===== config.mk =====
export PLATFORM = sky130hd
export DESIGN_NAME = arp_timer
export DESIGN_NICKNAME = d
export VERILOG_FILES = /design/src/logic/arp_pkg.sv /design/src/logic/arp_timer.sv
export SDC_FILE = /design/constraint.sdc
export NUM_CORES = 1
export LEC_CHECK = 0
export ABC_AREA = 1
export ABC_CLOCK_PERIOD_IN_PS = 1800
export BUFFER_PORTS_ARGS = -buffer_cell sky130_fd_sc_hd__buf_2
export CORE_AREA = 2 2 114 116
export DETAILED_ROUTE_END_ITERATION = 16
export DIE_AREA = 0 0 116 118
export PLACE_DENSITY_LB_ADDON = 0.15
export SYNTH_ARGS = -nofsm -noshare
export SYNTH_HDL_FRONTEND = slang
export SYNTH_SLANG_ARGS = --single-unit

===== constraint.sdc =====
create_clock -name aclk -period 1.8 [get_ports aclk]
set_input_delay 0.09 -clock aclk [delete_from_list [all_inputs] [get_ports aclk]]
set_output_delay 0.09 -clock aclk [all_outputs]
set_load 0.01 [all_outputs]

===== src/logic/arp_pkg.sv =====
// Package for the autoreload PWM timer: register map, fields and constants
package arp_pkg;
   localparam int          CNT_W         = 12;
   localparam logic [11:0] CNT_MAX       = 12'hFFF;
   localparam logic [11:0] CNT_RESET     = 12'h000;
   localparam logic [11:0] DUTY_RESET    = 12'h000;
   // Byte offsets of the registers on the AXI4-Lite bus
   localparam logic [5:0]  TCS_ADDR      = 6'h00;
   localparam logic [5:0]  CNTH_ADDR     = 6'h04;
   localparam logic [5:0]  CNTL_ADDR     = 6'h08;
   localparam logic [5:0]  RLH_ADDR      = 6'h0C;
   localparam logic [5:0]  RLL_ADDR      = 6'h10;
   localparam logic [5:0]  OCTL_ADDR     = 6'h14;
   localparam logic [5:0]  CCS_ADDR      = 6'h18;
   localparam logic [5:0]  DUTH_ADDR     = 6'h1C;
   localparam logic [5:0]  DUTL_ADDR     = 6'h20;
   localparam logic [5:0]  PWRM_ADDR     = 6'h24;
   // Field positions
   localparam int          CKSEL_LSB     = 3;
   localparam int          OVF_BIT       = 2;
   localparam int          OVERFLOW_IRQ_ENABLE_BIT     = 1;
   localparam int          COMPARE_IRQ_ENABLE_BIT     = 0;
   localparam int          POL_BIT       = 1;
   localparam int          CMPF_BIT      = 0;
   localparam int          OE_BIT        = 0;
   localparam int          GMASK_BIT     = 8;
   // Clock select codes
   localparam logic [1:0]  CK_OFF        = 2'h0;
   localparam logic [1:0]  CK_TICK       = 2'h1;
   localparam logic [1:0]  CK_CPU        = 2'h2;
   // Low power modes
   typedef enum logic [2:0] {
      PM_RUN   = 3'h0,
      PM_SLOW  = 3'h1,
      PM_WAIT  = 3'h3,
      PM_AHALT = 3'h2,
      PM_HALT  = 3'h6
   } arp_pm_type;
   localparam int          SLOW_DIV      = 32;
   localparam logic [4:0]  SLOW_LAST     = 5'h1F;
   localparam logic [1:0]  RESP_OKAY     = 2'h0;
   localparam logic [1:0]  RESP_SLVERR   = 2'h2;
endpackage : arp_pkg


===== src/logic/arp_timer.sv =====
// 12-bit autoreload timer with one PWM channel and output compare
// How it works
// - PWM period is 4096 minus reload counter clocks.
// - Counter starts from zero after reset.
// - Overflow reloads counter, transfers duty to shadow, sets PWM high.
// - Counter equal to active duty drives PWM low until overflow.
// - Polarity bit inverts the PWM waveform.
// - Reload zero, duty equal reload: polarity alone gives 0% or 100%.
// - High byte write suspends compare until low byte written.
// - Compare mode uses written duty immediately.
// - PWM mode compares against the shadow duty.
// - Match sets compare flag, interrupt if enabled.
// - Duty value zero produces no compare event.
// - Every overflow copies duty into shadow, even half-written.
// - Compare mode drives no waveform; compare locked until low byte.
// - Output enable hands the pin to the push-pull PWM output.
// - Slow divides input clock by 32; wait runs; halt stops.
// - Active-halt stops unless tick clock and overflow irq enabled.
// - Wakeups: wait by both events, active-halt by overflow only.
// - Separate interrupt lines, gated by enable and global mask.
// - Clock select 00 off, 01 tick, 10 CPU, 11 reserved.
// - Overflow flag set on max-to-reload, cleared by status read.
// - Cleared overflow flag stays visible one more counter clock.
//
// Added by the designer: the placing of the registers and the AXI4-Lite slave port.
`timescale 1ns/1ps
`default_nettype none
module arp_timer
   import arp_pkg::*;
(
   // Clock and reset
   input  wire  logic        aclk,
   input  wire  logic        aresetn,
   // AXI4-Lite write
   input  wire  logic [5:0]  s_axi_awaddr,
   input  wire  logic        s_axi_awvalid,
   output logic              s_axi_awready,
   input  wire  logic [31:0] s_axi_wdata,
   input  wire  logic [3:0]  s_axi_wstrb,
   input  wire  logic        s_axi_wvalid,
   output logic              s_axi_wready,
   output logic [1:0]        s_axi_bresp,
   output logic              s_axi_bvalid,
   input  wire  logic        s_axi_bready,
   // AXI4-Lite read
   input  wire  logic [5:0]  s_axi_araddr,
   input  wire  logic        s_axi_arvalid,
   output logic              s_axi_arready,
   output logic [31:0]       s_axi_rdata,
   output logic [1:0]        s_axi_rresp,
   output logic              s_axi_rvalid,
   input  wire  logic        s_axi_rready,
   // System inputs
   input  wire  logic        tick_1ms,
   // PWM pin and events
   output logic              pwm_output,
   output logic              pwm_output_oe_n,
   output logic              overflow_irq,
   output logic              compare_irq,
   output logic              wake_req
);

   // Registers
   logic [11:0] count_value_r;
   logic [11:0] reload_value_r;
   logic [11:0] duty_compare_value_r;
   logic [11:0] shadow_duty_r;
   logic [1:0]  clk_sel_r;
   logic        overflow_flag_r;
   logic        ovf_linger_r;
   logic        overflow_irq_enable_r;
   logic        compare_irq_enable_r;
   logic        output_polarity_r;
   logic        compare_match_flag_r;
   logic        pwm_pin_enable_r;
   logic        cmp_locked_r;
   logic        pwm_level_r;
   logic        pwm_out_r;
   logic [2:0]  pm_r;
   logic        gmask_r;
   logic [4:0]  slow_cnt_r;
   logic        aw_got_r;
   logic        w_got_r;
   logic [5:0]  awaddr_r;
   logic [31:0] wdata_r;
   logic        wstrb0_r;

   // Write channel: address and data taken in either order
   wire wr_fire = aw_got_r && w_got_r && !s_axi_bvalid;
   assign s_axi_awready = !aw_got_r && !s_axi_bvalid;
   assign s_axi_wready  = !w_got_r && !s_axi_bvalid;
   wire wr_en = wr_fire && wstrb0_r;
   wire [7:0] wbyte = wdata_r[7:0];

   function automatic logic known_addr(input logic [5:0] a);
      known_addr = (a == TCS_ADDR) || (a == CNTH_ADDR) || (a == CNTL_ADDR)
                || (a == RLH_ADDR) || (a == RLL_ADDR) || (a == OCTL_ADDR)
                || (a == CCS_ADDR) || (a == DUTH_ADDR) || (a == DUTL_ADDR)
                || (a == PWRM_ADDR);
   endfunction : known_addr

   wire wr_tcs  = wr_en && awaddr_r == TCS_ADDR;
   wire wr_rlh  = wr_en && awaddr_r == RLH_ADDR;
   wire wr_rll  = wr_en && awaddr_r == RLL_ADDR;
   wire wr_octl = wr_en && awaddr_r == OCTL_ADDR;
   wire wr_ccs  = wr_en && awaddr_r == CCS_ADDR;
   wire wr_duth = wr_en && awaddr_r == DUTH_ADDR;
   wire wr_dutl = wr_en && awaddr_r == DUTL_ADDR;
   wire wr_pwrm = wr_en && awaddr_r == PWRM_ADDR;

   // Read channel; status reads clear flags
   wire rd_fire = s_axi_arvalid && s_axi_arready;
   assign s_axi_arready = !s_axi_rvalid;
   wire rd_tcs = rd_fire && s_axi_araddr == TCS_ADDR;
   wire rd_ccs = rd_fire && s_axi_araddr == CCS_ADDR;

   // Counter clock enable
   wire pm_slow  = pm_r == PM_SLOW;
   wire pm_ahalt = pm_r == PM_AHALT;
   wire pm_halt  = pm_r == PM_HALT;
   wire slow_ok  = !pm_slow || slow_cnt_r == SLOW_LAST;
   wire ahalt_run = clk_sel_r == CK_TICK && overflow_irq_enable_r;
   wire mode_run = !pm_halt && (!pm_ahalt || ahalt_run);
   wire src_tick = (clk_sel_r == CK_TICK && tick_1ms)
                || (clk_sel_r == CK_CPU);
   wire cnt_en   = src_tick && slow_ok && mode_run;

   // Overflow and compare
   wire at_max   = count_value_r == CNT_MAX;
   wire ovf_ev   = cnt_en && at_max;
   wire [11:0] cmp_ref = pwm_pin_enable_r ? shadow_duty_r
                                          : duty_compare_value_r;
   wire cmp_ev   = cnt_en && !at_max && !cmp_locked_r && cmp_ref != DUTY_RESET
                && count_value_r + 12'h001 == cmp_ref;

   always_ff @(posedge aclk)
   begin
      if (!aresetn)
         slow_cnt_r <= 5'h00;
      else if (pm_slow)
         slow_cnt_r <= slow_cnt_r + 5'h01;
      else
         slow_cnt_r <= 5'h00;
   end

   always_ff @(posedge aclk)
   begin
      if (!aresetn)
         count_value_r <= CNT_RESET;
      else if (ovf_ev)
         count_value_r <= reload_value_r;
      else if (cnt_en)
         count_value_r <= count_value_r + 12'h001;
   end

   always_ff @(posedge aclk)
   begin
      if (!aresetn)
         shadow_duty_r <= DUTY_RESET;
      else if (ovf_ev)
         shadow_duty_r <= duty_compare_value_r;
   end

   // PWM level: high at overflow, low at match
   always_ff @(posedge aclk)
   begin
      if (!aresetn)
         pwm_level_r <= 1'b0;
      else if (ovf_ev)
         pwm_level_r <= 1'b1;
      else if (cmp_ev)
         pwm_level_r <= 1'b0;
   end

   always_ff @(posedge aclk)
   begin
      if (!aresetn)
         pwm_out_r <= 1'b0;
      else
         pwm_out_r <= pwm_pin_enable_r & (pwm_level_r ^ output_polarity_r);
   end
   assign pwm_output      = pwm_out_r;
   assign pwm_output_oe_n = !pwm_pin_enable_r;

   // Flags: set wins over read-clear
   always_ff @(posedge aclk)
   begin
      if (!aresetn)
      begin
         overflow_flag_r <= 1'b0;
         ovf_linger_r    <= 1'b0;
      end
      else
      begin
         if (ovf_ev)
            overflow_flag_r <= 1'b1;
         else if (rd_tcs)
            overflow_flag_r <= 1'b0;
         if (rd_tcs && overflow_flag_r && !ovf_ev)
            ovf_linger_r <= 1'b1;
         else if (cnt_en || ovf_ev)
            ovf_linger_r <= 1'b0;
      end
   end
   wire ovf_seen = overflow_flag_r || ovf_linger_r;

   always_ff @(posedge aclk)
   begin
      if (!aresetn)
         compare_match_flag_r <= 1'b0;
      else if (cmp_ev)
         compare_match_flag_r <= 1'b1;
      else if (rd_ccs)
         compare_match_flag_r <= 1'b0;
   end

   // Software registers
   always_ff @(posedge aclk)
   begin
      if (!aresetn)
      begin
         clk_sel_r             <= CK_OFF;
         overflow_irq_enable_r <= 1'b0;
         compare_irq_enable_r  <= 1'b0;
         reload_value_r        <= CNT_RESET;
         pwm_pin_enable_r      <= 1'b0;
         output_polarity_r     <= 1'b0;
         duty_compare_value_r  <= DUTY_RESET;
         cmp_locked_r          <= 1'b0;
         pm_r                  <= PM_RUN;
         gmask_r               <= 1'b0;
      end
      else
      begin
         if (wr_tcs)
         begin
            clk_sel_r             <= wbyte[CKSEL_LSB+1:CKSEL_LSB];
            overflow_irq_enable_r <= wbyte[OVERFLOW_IRQ_ENABLE_BIT];
            compare_irq_enable_r  <= wbyte[COMPARE_IRQ_ENABLE_BIT];
         end
         if (wr_rlh)
            reload_value_r[11:8] <= wbyte[3:0];
         if (wr_rll)
            reload_value_r[7:0] <= wbyte;
         if (wr_octl)
            pwm_pin_enable_r <= wbyte[OE_BIT];
         if (wr_ccs)
            output_polarity_r <= wbyte[POL_BIT];
         if (wr_duth)
         begin
            duty_compare_value_r[11:8] <= wbyte[3:0];
            cmp_locked_r               <= 1'b1;
         end
         if (wr_dutl)
         begin
            duty_compare_value_r[7:0] <= wbyte;
            cmp_locked_r              <= 1'b0;
         end
         if (wr_pwrm)
         begin
            pm_r    <= wbyte[2:0];
            gmask_r <= wdata_r[GMASK_BIT];
         end
      end
   end

   // Interrupts and wakeup
   assign overflow_irq = overflow_flag_r && overflow_irq_enable_r && !gmask_r;
   assign compare_irq  = compare_match_flag_r && compare_irq_enable_r && !gmask_r;
   assign wake_req = (pm_r == PM_WAIT && (overflow_irq || compare_irq))
                  || (pm_ahalt && overflow_irq && clk_sel_r == CK_TICK);

   // Bus handshake state
   always_ff @(posedge aclk)
   begin
      if (!aresetn)
      begin
         aw_got_r <= 1'b0;
         w_got_r  <= 1'b0;
         awaddr_r <= 6'h00;
         wdata_r  <= 32'h00000000;
         wstrb0_r <= 1'b0;
         s_axi_bvalid <= 1'b0;
         s_axi_bresp  <= RESP_OKAY;
      end
      else
      begin
         if (s_axi_awvalid && s_axi_awready)
         begin
            aw_got_r <= 1'b1;
            awaddr_r <= s_axi_awaddr;
         end
         if (s_axi_wvalid && s_axi_wready)
         begin
            w_got_r  <= 1'b1;
            wdata_r  <= s_axi_wdata;
            wstrb0_r <= s_axi_wstrb[0];
         end
         if (wr_fire)
         begin
            aw_got_r     <= 1'b0;
            w_got_r      <= 1'b0;
            s_axi_bvalid <= 1'b1;
            s_axi_bresp  <= known_addr(awaddr_r) ? RESP_OKAY : RESP_SLVERR;
         end
         else if (s_axi_bready)
            s_axi_bvalid <= 1'b0;
      end
   end

   logic [31:0] rd_mux;
   always_comb
   begin
      rd_mux = 32'h00000000;
      case (s_axi_araddr)
         TCS_ADDR:  rd_mux[4:0] = {clk_sel_r, ovf_seen, overflow_irq_enable_r,
                                   compare_irq_enable_r};
         CNTH_ADDR: rd_mux[3:0] = count_value_r[11:8];
         CNTL_ADDR: rd_mux[7:0] = count_value_r[7:0];
         RLH_ADDR:  rd_mux[3:0] = reload_value_r[11:8];
         RLL_ADDR:  rd_mux[7:0] = reload_value_r[7:0];
         OCTL_ADDR: rd_mux[0]   = pwm_pin_enable_r;
         CCS_ADDR:  rd_mux[1:0] = {output_polarity_r, compare_match_flag_r};
         DUTH_ADDR: rd_mux[3:0] = duty_compare_value_r[11:8];
         DUTL_ADDR: rd_mux[7:0] = duty_compare_value_r[7:0];
         PWRM_ADDR: rd_mux[8:0] = {gmask_r, 5'h00, pm_r};
         default:   rd_mux = 32'h00000000;
      endcase
   end

   always_ff @(posedge aclk)
   begin
      if (!aresetn)
      begin
         s_axi_rvalid <= 1'b0;
         s_axi_rdata  <= 32'h00000000;
         s_axi_rresp  <= RESP_OKAY;
      end
      else if (rd_fire)
      begin
         s_axi_rvalid <= 1'b1;
         s_axi_rdata  <= rd_mux;
         s_axi_rresp  <= known_addr(s_axi_araddr) ? RESP_OKAY : RESP_SLVERR;
      end
      else if (s_axi_rready)
         s_axi_rvalid <= 1'b0;
   end

   // Checks
   reload_ovf_a: assert property (@(posedge aclk) disable iff (!aresetn)
      ovf_ev |=> count_value_r == $past(reload_value_r))
      else $error("counter did not reload on overflow");
   pwm_high_a: assert property (@(posedge aclk) disable iff (!aresetn)
      ovf_ev |=> pwm_level_r)
      else $error("pwm not set high at overflow");
   shadow_copy_a: assert property (@(posedge aclk) disable iff (!aresetn)
      ovf_ev |=> shadow_duty_r == $past(duty_compare_value_r))
      else $error("shadow not loaded");
   // Pin lags the level by one clock, so it uses that clock's enable and polarity
   pwm_low_a: assert property (@(posedge aclk) disable iff (!aresetn)
      cmp_ev |=> !pwm_level_r
         ##1 pwm_out_r == ($past(pwm_pin_enable_r) && $past(output_polarity_r)))
      else $error("pwm not low after match");
   cmp_lock_a: assert property (@(posedge aclk) disable iff (!aresetn)
      cmp_locked_r |-> !cmp_ev)
      else $error("compare while locked");
   zero_duty_a: assert property (@(posedge aclk) disable iff (!aresetn)
      cmp_ref == DUTY_RESET |-> !cmp_ev)
      else $error("compare on zero duty");
   cmpf_set_a: assert property (@(posedge aclk) disable iff (!aresetn)
      cmp_ev |=> compare_match_flag_r)
      else $error("compare flag not set");
   clk_off_a: assert property (@(posedge aclk) disable iff (!aresetn)
      clk_sel_r == CK_OFF |=> $stable(count_value_r))
      else $error("counter moved while off");
   halt_stop_a: assert property (@(posedge aclk) disable iff (!aresetn)
      pm_halt |-> !cnt_en)
      else $error("counter ran in halt");
   ovf_linger_a: assert property (@(posedge aclk) disable iff (!aresetn)
      rd_tcs && overflow_flag_r |=> ovf_seen)
      else $error("overflow flag vanished early");
   oe_pin_a: assert property (@(posedge aclk) disable iff (!aresetn)
      !pwm_pin_enable_r |-> pwm_output_oe_n)
      else $error("pin driven while disabled");

endmodule : arp_timer
`default_nettype wire


==> results of run 1 <==
-- through the flow --
| stage | setup slack (ps) | power [mW] | instances | hold slack [ps] |
|---|---|---|---|---|
| floorplan | 31.6 | 2.61 | 768 | 253 |
| global placement | -94.5 | 2.69 | 994 | 342 |
| detailed placement | -137 | 2.70 | 994 | 349 |
| CTS | -72.9 | 5.01 | 1024 | 7.69 |
| global route | -179 | 5.16 | 1025 | 26.4 |
| finish | -59.8 | 4.96 | 1025 | 21.7 |
-- worst max-delay path: stages, from the launching register on --
cell                      delay [ps]
sky130_fd_sc_hd__dfxtp_2         350
sky130_fd_sc_hd__ha_4            150
sky130_fd_sc_hd__nand2_4          50
sky130_fd_sc_hd__buf_4           130
sky130_fd_sc_hd__buf_6           100
sky130_fd_sc_hd__buf_6           100
sky130_fd_sc_hd__buf_4           120
sky130_fd_sc_hd__buf_4           120
sky130_fd_sc_hd__buf_4           120
sky130_fd_sc_hd__buf_4           120
sky130_fd_sc_hd__buf_4           120
sky130_fd_sc_hd__buf_4           120
sky130_fd_sc_hd__nor3b_2         140
-- per-layer routing --
layer,wire [um],track usage,part of all wire
met5,0,0,0
met4,519,0.105,0.035
met3,652,0.0288,0.043
met2,7090,0.359,0.47
met1,6770,0.297,0.45
-- power groups by stage --
stage / Combinational, mW / Clock, mW / Sequential, mW
detailed placement: 0.355 / 0 / 2.35
global placement: 0.349 / 0 / 2.34
global route: 0.417 / 2.45 / 2.30
floorplan: 0.267 / 0 / 2.35
finish: 0.368 / 2.29 / 2.30
CTS: 0.365 / 2.35 / 2.30
-- path summary, 6_finish.rpt --
| kind | start | to | depth (start not counted) |
|---|---|---|---|
| setup reg to reg | slow_cnt_r[0]$_SDFF_PN0_ | slow_cnt_r[2]$_SDFF_PN0_ | 12 |
| hold / removal | s_axi_awaddr[3] | awaddr_r[3]$_SDFFE_PN0P_ | 3 |
| setup / recovery | slow_cnt_r[0]$_SDFF_PN0_ | slow_cnt_r[2]$_SDFF_PN0_ | 12 |
| hold reg to reg | shadow_duty_r[1]$_SDFFE_PN0P_ | shadow_duty_r[1]$_SDFFE_PN0P_ | 2 |
-- cell usage after synthesis, types with 2 or more instances --
cell type	number
sky130_fd_sc_hd__a211oi_1	20
sky130_fd_sc_hd__o2bb2ai_1	2
sky130_fd_sc_hd__ha_1	3
sky130_fd_sc_hd__buf_4	25
sky130_fd_sc_hd__nor3_4	2
sky130_fd_sc_hd__nor3_1	9
sky130_fd_sc_hd__a22oi_1	2
sky130_fd_sc_hd__o21ai_0	67
sky130_fd_sc_hd__clkbuf_1	14
sky130_fd_sc_hd__nor3_2	3
sky130_fd_sc_hd__nand3_1	30
sky130_fd_sc_hd__o211ai_1	5
sky130_fd_sc_hd__inv_1	101
sky130_fd_sc_hd__o31ai_1	2
sky130_fd_sc_hd__a31oi_1	4
sky130_fd_sc_hd__buf_2	6
sky130_fd_sc_hd__o22ai_1	7
sky130_fd_sc_hd__dfxtp_1	100
sky130_fd_sc_hd__nor2_1	83
sky130_fd_sc_hd__nand3b_1	6
sky130_fd_sc_hd__nand2_1	155
sky130_fd_sc_hd__nand4_1	11
sky130_fd_sc_hd__a21oi_1	61
sky130_fd_sc_hd__o21bai_1	3
sky130_fd_sc_hd__o221ai_1	5
-- what timing repair did --
action	in CTS	in global routing
endpoints found under the hold margin	5	0
pin swaps	10	12
endpoints found under the setup margin	26	39
cloned	0	1
setup buffers	9	2
hold buffers	5	0
resized for setup	19	34
-- flip-flops by register name, indices dropped and copies added, names as in the netlist, 2 cells and up --
name and cells:
wdata_r 9, clk_sel_r 2, shadow_duty_r 12, slow_cnt_r 5
s_axi_rdata 9, awaddr_r 6, count_value_r 12, reload_value_r 12
duty_compare_value_r 12, pm_r 3
-- cell type report --
cell class / instances / area share
repair buffers: 116 / 0.126
flip-flops and latches: 100 / 0.312
clock inverters: 5 / 0.0165
multi-input cells: 517 / 0.410
inverters: 103 / 0.0612
clock buffers: 11 / 0.0392
well taps: 172 / 0.0334
repair inverters: 1 / 0.00117
-- cells in the final DEF (no fill, tap or decap), types with 4 or more instances in the layout --
master and instances:
sky130_fd_sc_hd__nor3_2 4, sky130_fd_sc_hd__nand3_1 27, sky130_fd_sc_hd__clkinvlp_4 4, sky130_fd_sc_hd__dlygate4sd3_1 5
sky130_fd_sc_hd__nand3b_1 6, sky130_fd_sc_hd__a31oi_1 4, sky130_fd_sc_hd__inv_1 94, sky130_fd_sc_hd__o221ai_1 4
sky130_fd_sc_hd__o21ai_0 61, sky130_fd_sc_hd__dfxtp_1 96, sky130_fd_sc_hd__nand4_1 11, sky130_fd_sc_hd__buf_4 53
sky130_fd_sc_hd__o22ai_1 7, sky130_fd_sc_hd__a21oi_1 60, sky130_fd_sc_hd__nor2_4 4, sky130_fd_sc_hd__o21ai_1 6
sky130_fd_sc_hd__nor2_1 75, sky130_fd_sc_hd__nor3_1 8, sky130_fd_sc_hd__dfxtp_2 4, sky130_fd_sc_hd__conb_1 25
sky130_fd_sc_hd__o211ai_1 5, sky130_fd_sc_hd__inv_2 6, sky130_fd_sc_hd__buf_2 50, sky130_fd_sc_hd__a211oi_1 20
sky130_fd_sc_hd__nor2_2 5, sky130_fd_sc_hd__nand2_1 151, sky130_fd_sc_hd__buf_6 5, sky130_fd_sc_hd__clkbuf_16 9
-- cell families (layout without fill, tap and decap cells) --
family | count (synthesis) | count (layout) | synth area share
AO/OA/AOI/OAI | 183 | 183 | 0.207
flip-flops | 100 | 100 | 0.392
other | 1 | 25 | 0.000734
AND/OR/NAND/NOR | 306 | 306 | 0.260
adder cells (fa/ha/maj) | 3 | 3 | 0.00735
buffers and inverters | 151 | 236 | 0.133
==> flow_metrics.tcl, run 1 <==
set metrics [dict create \
    design.core.area_mm2 0.0124 \
    critPathMaxFanout 2 \
    final_period_minus_worst_setup_slack_ps 1860 \
    synth_cells 744 \
    die_h_um 118 \
    fin_skew_ps 7.27 \
    clk-insertion-delay-late_ps 350 \
    vias 5057 \
    startpoint_type "flop" \
    combPwrFrac 0.074 \
    maxClockFrequency_mhz 538 \
    worst_voltage_drop_across_the_vdd_grid_mv 0.610 \
    ys_ff_latch 100 \
    clkSinkCount 100 \
    vias_in_the_first_global_route 4638 \
    final_cell_area_mm2 0.00644 \
    synthDominantCellAreaShare 0.392 \
    cts.path.max_buffers 2 \
    p_int_mw 3.82 \
    ff2ff_setup_slack_ps -60 \
    arrival_ps 2090 \
    design.final.nets 907 \
    final.period_utilization 1.03 \
    regArea_mm2 0.00201 \
    port_buffers 50 \
    cts_tree "yes" \
    ys_warn_count 0 \
    final_util 0.519 \
    global_route.overflow_total 0 \
    grtUsageTotal 0.224 \
    antenna_cells 0 \
    grt_pass1_wl_um 23600 \
    final-max-slew-violation-count 0 \
    powerDensity_mw_per_mm2 770 \
    setup_ws_ps -59.8 \
    synth_enable_flop_cells 0 \
    static-leakage-power_nw 2.73 \
    clk_pin_slew_worst_paths_ps 60 \
    timing_worst_slew_pin_value_ps 505 \
    max_slew_margin 0.660 \
    post_drt_wl_per_cell_um 14.7 \
    final-setup-viol-count 6 \
    rsz0062_at_grt "yes" \
    viasPerCell 4.93 \
    capturing_element_type_of_the_critical_path "flop" \
    synth_sequential_area_ratio 0.392 \
    rows 41 \
    postSynth.topFlopCell "sky130_fd_sc_hd__dfxtp_1" \
    ys_types 43 \
    drt_wirelength_um 15000 \
    post_route_cells_drive_above_1_share 0.203 \
    min_path_type "input port to flop" \
    number_of_hold_violations_in_the_final_report 0 \
    net-switching-power_mw 1.14 \
    clk_root_buffer_cell "sky130_fd_sc_hd__clkbuf_16" \
    n_fill_cell 1284 \
    initial_standard_cell_utilization_of_the_core 0.411 \
    cts_inserted_buffers 9 \
    cts_htree_levels 3 \
    fp.dieArea_mm2 0.0137 \
    synth.cell_area_mm2 0.00511 \
    synth_top_area_cell "sky130_fd_sc_hd__dfxtp_1" \
    cp.required_ps 2030 \
    post_synth.cell_area_avg_um2 6.86 \
    pin_count_of_the_biggest_net_entering_global_routing 48 \
    dieWidth_um 116 \
    place.gp.congestion 0.931 \
    clock_power_share 0.463 \
    num_io_pins 102 \
    route.detailed.drc 0 \
    hpwl_um 11500 \
    p_seq_frac 0.463 \
    antenna_found_initial 0 \
    max_cap_violations 0 \
    drtPass1Iterations 5 \
    critical_path_class "flop to flop" \
    async_reset_ff_frac 0 \
    netSwitchingFraction 0.230 \
    area_growth_syn_to_layout_pct 26.1 \
    outcome "complete, but fails checks" \
    antenna_left 0 \
    multiInputGateArea_mm2 0.00264 \
    detailedRoute.firstIterationViolations 291 \
    fin_setup_tns_ps -170 \
    placement.cell_area_mm2 0.00580 \
    synth.area.top_cells "sky130_fd_sc_hd__dfxtp_1 (39%), sky130_fd_sc_hd__nand2_1 (11%), sky130_fd_sc_hd__inv_1 (7.4%)" \
    violations "negative setup slack" \
]
Power figures use the tool's default switching activity.
==> run 2, diff against run 1 <==
--- a/config.mk
+++ b/config.mk
@@ -8,10 +8,10 @@
 export ABC_AREA = 1
 export ABC_CLOCK_PERIOD_IN_PS = 1800
 export BUFFER_PORTS_ARGS = -buffer_cell sky130_fd_sc_hd__buf_2
-export CORE_AREA = 2 2 114 116
+export CORE_AREA = 2 2 131 101
 export DETAILED_ROUTE_END_ITERATION = 16
-export DIE_AREA = 0 0 116 118
-export PLACE_DENSITY_LB_ADDON = 0.15
+export DIE_AREA = 0 0 133 103
+export PLACE_DENSITY = 0.65
 export SYNTH_ARGS = -nofsm -noshare
 export SYNTH_HDL_FRONTEND = slang
 export SYNTH_SLANG_ARGS = --single-unit
==> run 2 against run 1 <==
Compared with the run above:
- the run still ends with negative setup slack left
- first-iteration DRC count is 67% higher
- final cell count increased by 0.68%
- fmax fell by 6.7%
- clock skew rose by 2.9 ps
- utilization is 0.19 points higher
- global-route usage is 0.59 points higher
- total power fell by 9.5%
- critical path depth increased by 1
- sequential cell count stayed put
- worst hold slack got worse by 7.1 ps
- die area is essentially flat
- combinational power grew 3%
- critical endpoint is now count_value_r[5]$_SDFFE_PN0P_
==> flow_metrics.tcl, run 2 (synthesis results as in run 1) <==
set metrics [dict create \
    outcome "complete, but fails checks" \
    violations "negative setup slack" \
    power_mw 4.49 \
    final_cell_area_mm2 0.00654 \
    cp_cell_sequence "ha_4 > nand2_4 > nor2_4 > ha_4 > inv_2 > nand4_1 > nand2_1 > nor2_4 > buf_6 > clkinvlp_4 > a31oi_2 > o21ai_1 > a21oi_1" \
    ff2ff_setup_slack_ps -190 \
    vias_in_the_first_global_route 4562 \
    antenna_left 0 \
    route.detailed.drc 0 \
    fp.dieArea_mm2 0.0137 \
    pin_count_of_the_biggest_net_entering_global_routing 38 \
    critPathSlowestCell "sky130_fd_sc_hd__dfxtp_2" \
    vias 5134 \
    placement.cell_area_mm2 0.00585 \
    cts_inserted_buffers 9 \
    maxClockFrequency_mhz 502 \
    dieWidth_um 133 \
    slowest_delay_ps 350 \
    final.period_utilization 1.11 \
    dpl_worst_slack_ps -163 \
    worst_hold_slack_ps 14.6 \
    final-setup-viol-count 27 \
    max_slew_margin 0.636 \
    most-common-layout-cells "sky130_fd_sc_hd__nand2_1 (146), sky130_fd_sc_hd__inv_1 (97), sky130_fd_sc_hd__dfxtp_1 (94)" \
    clk-insertion-delay-late_ps 350 \
    final-max-slew-violation-count 0 \
    place.gp.congestion 0.959 \
    drt_wirelength_um 15500 \
    antenna_cells 0 \
    net-switching-power_mw 1.17 \
    timing_worst_slew_pin_value_ps 542 \
    startpoint_type "flop" \
    num_io_pins 102 \
    n_fill_cell 1211 \
    antenna_found_initial 0 \
    powerDensity_mw_per_mm2 686 \
    critical_path_class "flop to flop" \
    critPathMaxFanout 7 \
    grt_pass1_wl_um 24400 \
    detailedRoute.firstIterationViolations 486 \
    port_buffers 50 \
    arrival_ps 2270 \
    cts.path.max_buffers 2 \
    global_route.overflow_total 0 \
    min_path_type "input port to flop" \
    netSwitchingFraction 0.260 \
    fin_skew_ps 10.2 \
    max_cap_violations 0 \
    clock_power_share 0.405 \
    combPwrFrac 0.084 \
    static-leakage-power_nw 2.82 \
    grtUsageTotal 0.230 \
    setup_ws_ps -193 \
    cts_htree_levels 3 \
    final_period_minus_worst_setup_slack_ps 1990 \
    clk_pin_slew_worst_paths_ps 70 \
    cp.required_ps 2080 \
    worst_voltage_drop_across_the_vdd_grid_mv 0.800 \
    hpwl_um 11500 \
    initial_standard_cell_utilization_of_the_core 0.406 \
    rows 36 \
    area_growth_syn_to_layout_pct 28.1 \
    capturing_element_type_of_the_critical_path "flop" \
    viasPerCell 4.97 \
    number_of_hold_violations_in_the_final_report 0 \
    cts_tree "yes" \
    post_drt_wl_per_cell_um 15.0 \
    p_seq_frac 0.511 \
    design.final.nets 916 \
    mostFrequentLayoutCell "sky130_fd_sc_hd__nand2_1" \
    rsz0062_at_grt "yes" \
    p_int_mw 3.32 \
    clk_root_buffer_cell "sky130_fd_sc_hd__clkbuf_16" \
    clkSinkCount 100 \
    design.core.area_mm2 0.0126 \
    post_route_cells_drive_above_1_share 0.220 \
    die_h_um 103 \
    drtPass1Iterations 5 \
]
## run 2: cell types whose count changed in the layout (fill, tap and decap cells not counted), moves of 3 or more
cell and change:
sky130_fd_sc_hd__nand2_1 -5, sky130_fd_sc_hd__o21ai_1 +6, sky130_fd_sc_hd__o21ai_0 -13, sky130_fd_sc_hd__inv_1 +3
sky130_fd_sc_hd__inv_2 -4, sky130_fd_sc_hd__buf_4 +8, sky130_fd_sc_hd__o21ai_2 +6, sky130_fd_sc_hd__nor2_1 +5
sky130_fd_sc_hd__nor2_2 -4, sky130_fd_sc_hd__bufinv_16 -3
## run 2: metrics by stage
stage / std cells / utilization / TNS [ps]
2_1_floorplan: 768 / - / 0
3_3_place_gp: 1002 / 0.466 / -1980
3_5_place_dp: 1002 / 0.466 / -3020
4_1_cts: 1024 / 0.498 / -787
5_1_grt: 1032 / 0.521 / -4020
6_report: 1032 / 0.521 / -1440
## run 2: power groups by stage
stage / Combinational, mW / Sequential (mW) / Clock [mW]
detailed placement: 0.353 / 2.34 / 0
floorplan: 0.267 / 2.35 / 0
finish: 0.379 / 2.29 / 1.82
global placement: 0.351 / 2.34 / 0
global route: 0.425 / 2.30 / 1.94
CTS: 0.365 / 2.29 / 1.83
## run 2: layout make-up
| type | count | area [um^2] | area share |
|---|---|---|---|
| tap | 171 | 214 | 0.0327 |
| timing repair buffer | 125 | 913 | 0.140 |
| clock inverter | 5 | 36.3 | 0.00555 |
| clock buffer | 10 | 229 | 0.0350 |
| inverter | 103 | 402 | 0.0614 |
| timing repair inverter | 1 | 7.51 | 0.00115 |
| sequential | 100 | 2010 | 0.307 |
| multi-input combinational | 517 | 2730 | 0.417 |
## run 2: path summary, 6_finish.rpt
kind	to	depth (start not counted)	from
max	count_value_r[5]$_SDFFE_PN0P_	13	slow_cnt_r[0]$_SDFF_PN0_
min	wdata_r[3]$_SDFFE_PN0P_	3	s_axi_wdata[3]
max reg2reg	count_value_r[5]$_SDFFE_PN0P_	13	slow_cnt_r[0]$_SDFF_PN0_
min reg2reg	shadow_duty_r[10]$_SDFFE_PN0P_	2	shadow_duty_r[10]$_SDFFE_PN0P_
## run 2: per-layer routing
metal	wire, um	vias to the layer above	track usage
met5	0	-	0
li1	-	2642	-
met4	130	0	0.0455
met2	6460	187	0.343
met3	1240	14	0.0497
met1	7670	2291	0.341
## run 2: repair_timing
action	4_1_cts	5_1_grt
buffers inserted	2	5
resized for setup	19	67
pin swaps	2	9
hold buffers	5	0
endpoints found under the hold margin	5	0
gates cloned	0	3
endpoints found under the setup margin	26	34
## run 2: worst max-delay path: cells and delay by family, from the launching register on
family                     cells  cell delay [ps]
AOI/OAI and AO/OA              3              520
adders and majority gates      2              280
buffers and inverters          3              340
DFF                            1              350
and+or+nand+nor                5              420
